`src/rtl/asram_pkg.sv`:
```
// Constants for the asynchronous static memory controller.
// Assumes a 125 MHz system clock; times are in ns and converted here.
package asram_pkg;
    localparam int ADDR_W       = 18;
    localparam int DATA_W       = 4;
    localparam int CLK_PERIOD_NS = 8;
    // Device timing figures (slowest grade, ns)
    localparam int T_RC_NS      = 35;  // Read cycle time
    localparam int T_AA_NS      = 35;  // Address to data valid
    localparam int T_PWE_NS     = 25;  // Write strobe pulse width
    localparam int T_SD_NS      = 20;  // Data setup to write end
    localparam int T_HZWE_NS    = 10;  // Strobe low to high impedance
    localparam int T_HZOE_NS    = 10;  // Output enable high to high impedance
    // Least times round up to whole cycles
    localparam int RD_CYC   = (T_AA_NS + CLK_PERIOD_NS - 1) / CLK_PERIOD_NS + 1;
    localparam int WR_CYC   = (((T_PWE_NS > T_HZWE_NS + T_SD_NS) ? T_PWE_NS
                               : T_HZWE_NS + T_SD_NS) + CLK_PERIOD_NS - 1) / CLK_PERIOD_NS;
    localparam int TURN_CYC = (T_HZOE_NS + CLK_PERIOD_NS - 1) / CLK_PERIOD_NS;
    localparam int REC_CYC  = (T_RC_NS + CLK_PERIOD_NS - 1) / CLK_PERIOD_NS;
    localparam int CNT_W    = 4;
endpackage : asram_pkg

```
`src/rtl/asram_cycle_timer.sv`:
```
// Down counter that times the strobe, access, turnaround and recovery phases.
// Assumes the caller loads it with a count of at least one.
module asram_cycle_timer #(
    parameter int CNT_W = 4
) (
    input  wire logic             sys_clk,   // System clock
    input  wire logic             rst_n,     // Async reset, active low
    input  wire logic             load,      // Load a new count
    input  wire logic [CNT_W-1:0] load_val,  // Count to load
    output logic                  done       // High when count is zero
);
    logic [CNT_W-1:0] cnt_reg;

    // Count down to zero and hold
    always_ff @(posedge sys_clk or negedge rst_n) begin
        if (!rst_n) begin
            cnt_reg <= '0;
        end else if (load) begin
            cnt_reg <= load_val;
        end else if (cnt_reg != '0) begin
            cnt_reg <= cnt_reg - 1'b1;
        end
    end

    assign done = (cnt_reg == '0);
endmodule // asram_cycle_timer

```
`src/rtl/asram_ctrl.sv`:
```
// Controller that drives an asynchronous 256K x 4 static memory by its pins.
// Assumes a single-word request port and a separately controlled supply.
module asram_ctrl (
    input  wire logic                          sys_clk,    // System clock
    input  wire logic                          rst_n,      // Async reset, active low
    input  wire logic                          req_valid,  // Request present
    input  wire logic                          req_write,  // 1 write, 0 read
    input  wire logic [asram_pkg::ADDR_W-1:0]  req_addr,   // Word address
    input  wire logic [asram_pkg::DATA_W-1:0]  req_wdata,  // Write data
    input  wire logic                          retain_req, // Ask for supply retention
    output logic                               req_ready,  // Request taken this cycle
    output logic                               rsp_valid,  // Read data valid pulse
    output logic [asram_pkg::DATA_W-1:0]       rsp_rdata,  // Read data
    output logic                               retain_ok,  // Supply may be lowered
    output logic [asram_pkg::ADDR_W-1:0]       mem_addr,   // Address pins
    output logic                               mem_sel_n,  // Chip select, low active
    output logic                               mem_oe_n,   // Output enable, low active
    output logic                               mem_we_n,   // Write strobe, low active
    output logic [asram_pkg::DATA_W-1:0]       mem_dq_o,   // Data out
    output logic                               mem_dq_oe,  // Data out enable
    input  wire logic [asram_pkg::DATA_W-1:0]  mem_dq_i    // Data in
);
    typedef enum logic [2:0] {
        ST_IDLE, ST_RD_ADDR, ST_RD_WAIT, ST_RD_TURN, ST_WR_STRB, ST_WR_END, ST_RETAIN, ST_RECOVER
    } asram_state_type;

    typedef struct packed {
        asram_state_type                  state;
        logic [asram_pkg::ADDR_W-1:0]     addr;
        logic                             sel_n;
        logic                             oe_n;
        logic                             we_n;
        logic [asram_pkg::DATA_W-1:0]     dq_o;
        logic                             dq_oe;
        logic                             ready;
        logic                             rvalid;
        logic [asram_pkg::DATA_W-1:0]     rdata;
        logic                             retain;
    } asram_regs_type;

    asram_regs_type r_reg, r_next;
    logic                           tmr_load;
    logic [asram_pkg::CNT_W-1:0]    tmr_val;
    logic                           tmr_done;

    // Phase timer
    asram_cycle_timer #(.CNT_W(asram_pkg::CNT_W)) asram_cycle_timer_i (
        .sys_clk  (sys_clk),
        .rst_n    (rst_n),
        .load     (tmr_load),
        .load_val (tmr_val),
        .done     (tmr_done)
    );

    // Next-state logic for the pin sequencer
    always_comb begin
        r_next        = r_reg;
        r_next.ready  = 1'b0;
        r_next.rvalid = 1'b0;
        tmr_load      = 1'b0;
        tmr_val       = '0;
        case (r_reg.state)
            ST_IDLE: begin
                r_next.sel_n = 1'b1;
                r_next.oe_n  = 1'b1;
                r_next.we_n  = 1'b1;
                r_next.dq_oe = 1'b0;
                if (retain_req) begin
                    r_next.state  = ST_RETAIN;
                    r_next.retain = 1'b1;
                end else if (req_valid && !r_reg.ready) begin
                    r_next.ready = 1'b1;
                    r_next.addr  = req_addr;
                    if (req_write) begin
                        r_next.dq_o  = req_wdata;
                        r_next.dq_oe = 1'b1;
                        r_next.sel_n = 1'b0;
                        r_next.we_n  = 1'b0;
                        r_next.state = ST_WR_STRB;
                        tmr_load     = 1'b1;
                        tmr_val      = asram_pkg::CNT_W'(asram_pkg::WR_CYC - 1);
                    end else begin
                        r_next.state = ST_RD_ADDR;
                    end
                end
            end
            ST_RD_ADDR: begin
                r_next.sel_n = 1'b0;
                r_next.oe_n  = 1'b0;
                r_next.dq_oe = 1'b0;
                r_next.state = ST_RD_WAIT;
                tmr_load     = 1'b1;
                tmr_val      = asram_pkg::CNT_W'(asram_pkg::RD_CYC - 1);
            end
            ST_RD_WAIT: begin
                if (tmr_done) begin
                    r_next.rdata  = mem_dq_i;
                    r_next.rvalid = 1'b1;
                    r_next.sel_n  = 1'b1;
                    r_next.oe_n   = 1'b1;
                    r_next.state  = ST_RD_TURN;
                    tmr_load      = 1'b1;
                    tmr_val       = asram_pkg::CNT_W'(asram_pkg::TURN_CYC);
                end
            end
            ST_RD_TURN: begin
                if (tmr_done) begin
                    r_next.state = ST_IDLE;
                end
            end
            ST_WR_STRB: begin
                if (tmr_done) begin
                    // Strobe and select rise together; data held one more cycle
                    r_next.we_n  = 1'b1;
                    r_next.sel_n = 1'b1;
                    r_next.state = ST_WR_END;
                end
            end
            ST_WR_END: begin
                r_next.dq_oe = 1'b0;
                r_next.state = ST_IDLE;
            end
            ST_RETAIN: begin
                r_next.sel_n = 1'b1;
                if (!retain_req) begin
                    r_next.retain = 1'b0;
                    r_next.state  = ST_RECOVER;
                    tmr_load      = 1'b1;
                    tmr_val       = asram_pkg::CNT_W'(asram_pkg::REC_CYC);
                end
            end
            ST_RECOVER: begin
                if (tmr_done) begin
                    r_next.state = ST_IDLE;
                end
            end
            default: begin
                r_next.state = ST_IDLE;
            end
        endcase
    end

    // State register
    always_ff @(posedge sys_clk or negedge rst_n) begin
        if (!rst_n) begin
            r_reg       <= '0;
            r_reg.state <= ST_IDLE;
            r_reg.sel_n <= 1'b1;
            r_reg.oe_n  <= 1'b1;
            r_reg.we_n  <= 1'b1;
        end else begin
            r_reg <= r_next;
        end
    end

    // Every output comes straight from the state register
    assign req_ready = r_reg.ready;
    assign rsp_valid = r_reg.rvalid;
    assign rsp_rdata = r_reg.rdata;
    assign retain_ok = r_reg.retain;
    assign mem_addr  = r_reg.addr;
    assign mem_sel_n = r_reg.sel_n;
    assign mem_oe_n  = r_reg.oe_n;
    assign mem_we_n  = r_reg.we_n;
    assign mem_dq_o  = r_reg.dq_o;
    assign mem_dq_oe = r_reg.dq_oe;
endmodule // asram_ctrl

```
`config.mk`:
```
export PLATFORM = sky130hd
export DESIGN_NAME = asram_ctrl
export DESIGN_NICKNAME = d
export VERILOG_FILES = /design/src/rtl/asram_pkg.sv /design/src/rtl/asram_cycle_timer.sv /design/src/rtl/asram_ctrl.sv
export SDC_FILE = /design/constraint.sdc
export NUM_CORES = 1
export LEC_CHECK = 0
export ABC_AREA = 1
export BUFFER_PORTS_ARGS = -buffer_cell sky130_fd_sc_hd__buf_4
export CORE_MARGIN = 5
export CORE_UTILIZATION = 40
export CTS_CLUSTER_DIAMETER = 120
export CTS_CLUSTER_SIZE = 40
export DETAILED_ROUTE_END_ITERATION = 8
export PLACE_DENSITY_LB_ADDON = 0.2
export SKIP_CTS_REPAIR_TIMING = 1
export SLEW_MARGIN = 20
export SYNTH_ARGS = -nofsm -noshare
export SYNTH_HDL_FRONTEND = slang
export SYNTH_SLANG_ARGS = --single-unit
```
`constraint.sdc`:
```
create_clock -name sys_clk -period 1.5 [get_ports sys_clk]
set_clock_uncertainty 0.15 [all_clocks]
set_input_delay 0.15 -clock sys_clk [delete_from_list [all_inputs] [get_ports sys_clk]]
set_output_delay 0.15 -clock sys_clk [all_outputs]
set_load 0.05 [all_outputs]
```
==> results.json <==
{
  "route.detailed.drc": 0,
  "synth_area_um2": 2010,
  "synthTopCellsByCount": "nand2_1, dfrtp_1, buf_4, inv_1, nor2_1",
  "switching_power_uw": 3360,
  "cts_tree": "done",
  "min_path_type": "input pin to register",
  "final-hold-violation-count": 0,
  "swShare_pct": 48.8,
  "postPlaceCellArea_um2": 2430,
  "p_per_area_nw_per_um2": 2340,
  "fin_crit_ns": 1.47,
  "first_pass_iters": 4,
  "routed_wl_mm": 4.67,
  "antenna_found_initial": 0,
  "synth_most_common_cell": "nand2_1",
  "start_util_pct": 41.7,
  "dp.cells": 347,
  "max_freq_mhz": 678,
  "synth_ff_type": "dfrtp_1",
  "synthToLayoutAreaGrowth_pct": 46.2,
  "gp_congestion": 0.884,
  "critPathRequiredTime_ns": 1.53,
  "max-cap-violations": 0,
  "crit_fanout": 5,
  "final_cells": 389,
  "yosys.area.top_type": "dfrtp_1",
  "period_share_pct": 98.3,
  "io_buffers": 63,
  "drtIter0Drc": 74,
  "via_per_inst": 4.39,
  "cts_sinks": 40,
  "outcome": "completed",
  "die_area_um2": 6540,
  "grt_usage_pct": 14.0,
  "fp.dieH_um": 80.9,
  "arrival_ns": 1.51,
  "avgSynthCellArea_um2": 8.56,
  "drive_gt1_share_pct": 41.0,
  "worstSkewPairLatency_ns": 0.29,
  "synth-edff-count": 0,
  "reg2reg_depth": 8,
  "overflow": 0,
  "largest_register_ffs": 18,
  "ys_warn_count": 0,
  "cts-buffers-inserted": 5,
  "synth_cell_types": 29,
  "pwr-share-comb_pct": 59.6,
  "n_antenna_cell": 0,
  "core_area_um2": 4820,
  "dieWidth_um": 80.9,
  "row_count": 25,
  "crit_type": "register to register",
  "clkTransAtPathRegs_ns": 0.08,
  "ios": 64,
  "pwr-share-clk_pct": 12.9,
  "endpoint_kind": "register",
  "stdcell_area_um2": 2940,
  "p_leak_uw": 0.00154,
  "slew-limit-headroom_pct": 67.1,
  "grt_pass1_wl_mm": 7.15,
  "netlist_instances": 235,
  "synth-seq-cells": 40,
  "final_nets": 353,
  "synth_top_cells_by_area": "dfrtp_1, nand2_1, buf_4",
  "final_antenna_net_count": 0,
  "grt_start_max_net_pins": 41,
  "dp.final_hpwl_mm": 3.10,
  "setup_viol": 0,
  "clockRootBuffer": "clkbuf_8",
  "p_int_uw": 3520,
  "wl_per_cell_um": 12.0,
  "tightest_slew_ns": 0.494,
  "rsz0062_at_grt": "true",
  "cts.path.max_buffers": 2,
  "yosysTopAreaCellShare_pct": 46.0,
  "hold_path_depth": 3,
  "synth-async-reset-ratio_pct": 100,
  "grt_pass1_vias": 1562,
  "cp-start-kind": "register",
  "seqPwrFrac_pct": 27.5,
  "synthesis.nets": 267,
  "ir_worst_vdd_uv": 1010,
  "ys_seq_area_share_pct": 50.0,
  "slew_viol_final": 0,
  "htree_levels": 2,
  "vias": 1709
}
==> stage by stage <==
| step | total power [uW] | utilization, % | setup slack (ns) | hold slack [ns] | TNS [ns] |
|---|---|---|---|---|---|
| final | 6880 | 61.0 | 0.0258 | 0.0149 | 0 |
| after floorplan | 4940 | - | 0.00185 | -0.296 | 0 |
| after CTS | 6500 | 52.7 | -0.0325 | -0.314 | -0.0607 |
| after global routing | 7340 | 61.0 | -0.0650 | 0.0189 | -0.344 |
| after global placement | 5570 | 50.4 | 0.0164 | 0.00707 | 0 |
| after detailed placement | 5600 | 50.4 | -0.0230 | 0.00699 | -0.0412 |
==> placed cells by master, fill, tap and decap left out <==
| cell type | Yosys | layout |
|---|---|---|
| a21boi_1 | 1 | 1 |
| a21oi_2 | 0 | 1 |
| buf_4 | 27 | 81 |
| buf_6 | 3 | 1 |
| bufinv_16 | 0 | 1 |
| clkbuf_8 | 0 | 5 |
| clkinv_2 | 0 | 1 |
| clkinvlp_4 | 0 | 1 |
| dfrtp_1 | 37 | 35 |
| dfrtp_2 | 0 | 2 |
| dfstp_2 | 3 | 3 |
| dlygate4sd3_1 | 0 | 28 |
| ha_4 | 0 | 1 |
| inv_1 | 14 | 12 |
| inv_2 | 4 | 5 |
| inv_4 | 0 | 1 |
| nand2_1 | 94 | 89 |
| nand2_2 | 2 | 6 |
| nand2_4 | 0 | 1 |
| nand3_1 | 8 | 6 |
| nand3_2 | 1 | 3 |
| nand3_4 | 1 | 1 |
| nand4_1 | 2 | 2 |
| nor2_1 | 11 | 6 |
| nor2_2 | 1 | 5 |
| nor2_4 | 4 | 5 |
| nor3_1 | 3 | 2 |
| nor3_2 | 0 | 1 |
| o211ai_1 | 1 | 1 |
| o21ai_0 | 4 | 3 |
| o21ai_1 | 1 | 1 |
| o21ai_2 | 5 | 6 |
| o22ai_1 | 1 | 1 |
| o31a_2 | 1 | 1 |
| o32ai_1 | 1 | 1 |
| xnor2_1 | 1 | 1 |
| xor2_1 | 1 | 1 |
==> layer usage <==
| metal | wire, um | up-vias | GRT usage, % |
|---|---|---|---|
| met5 | 0 | - | 0 |
| met4 | 57 | 0 | 4.56 |
| met3 | 244 | 5 | 3.66 |
| met2 | 2300 | 41 | 23.2 |
| met1 | 2070 | 787 | 17.6 |
| li1 | - | 876 | - |
==> layout make-up <==
| type | instances | area [um2] |
|---|---|---|
| multi-input cells | 146 | 767 |
| well taps | 67 | 83.8 |
| fillers | 423 | 1880 |
| clock buffers | 5 | 68.8 |
| inverters | 18 | 70.1 |
| clock inverters | 3 | 42.5 |
| repair buffers | 110 | 900 |
| flip-flops and latches | 40 | 1010 |
==> cells by family after synthesis <==
logic type	count (synthesis)	synth area share (%)
flops	40	50.0
simple gates	127	27.5
fa+ha+maj	1	0.622
compound gates	16	5.66
buf+inv	49	15.4
xor+xnor	2	0.871
==> critical path, cell delays in order (launching register included) <==
cell and delay, ns:
dfrtp_1 0.42, nor2_4 0.15, inv_2 0.07, nor2_4 0.16, nand2_1 0.10, nand2_2 0.10
nand3_2 0.09, nand2_1 0.07, nand2_1 0.05
==> power groups by stage <==
stage | combinational (uW) | clock, uW | sequential (uW)
6_report | 4100 | 889 | 1890
2_1_floorplan | 2870 | 0 | 2070
4_1_cts | 3700 | 912 | 1880
5_1_grt | 4420 | 959 | 1970
3_3_place_gp | 3680 | 0 | 1890
3_5_place_dp | 3700 | 0 | 1900
==> path summary, 6_finish.rpt <==
path / startpoint / end / slack, ns
max: r_reg[34]$_DFFE_PN0P_ / asram_cycle_timer_i.cnt_reg[0]$_DFFE_PN0P_ / 0.03
min: retain_req / retain_ok$_DFFE_PN0P_ / 0.01
max reg2reg: r_reg[34]$_DFFE_PN0P_ / asram_cycle_timer_i.cnt_reg[0]$_DFFE_PN0P_ / 0.03
min reg2reg: mem_sel_n$_DFFE_PN1P_ / mem_sel_n$_DFFE_PN1P_ / 0.32
max in group asynchronous: rst_n / r_reg[33]$_DFFE_PN0P_ / 0.61
min in group asynchronous: rst_n / mem_addr[5]$_DFFE_PN0P_ / 0.22
Power figures use the tool's default switching activity.
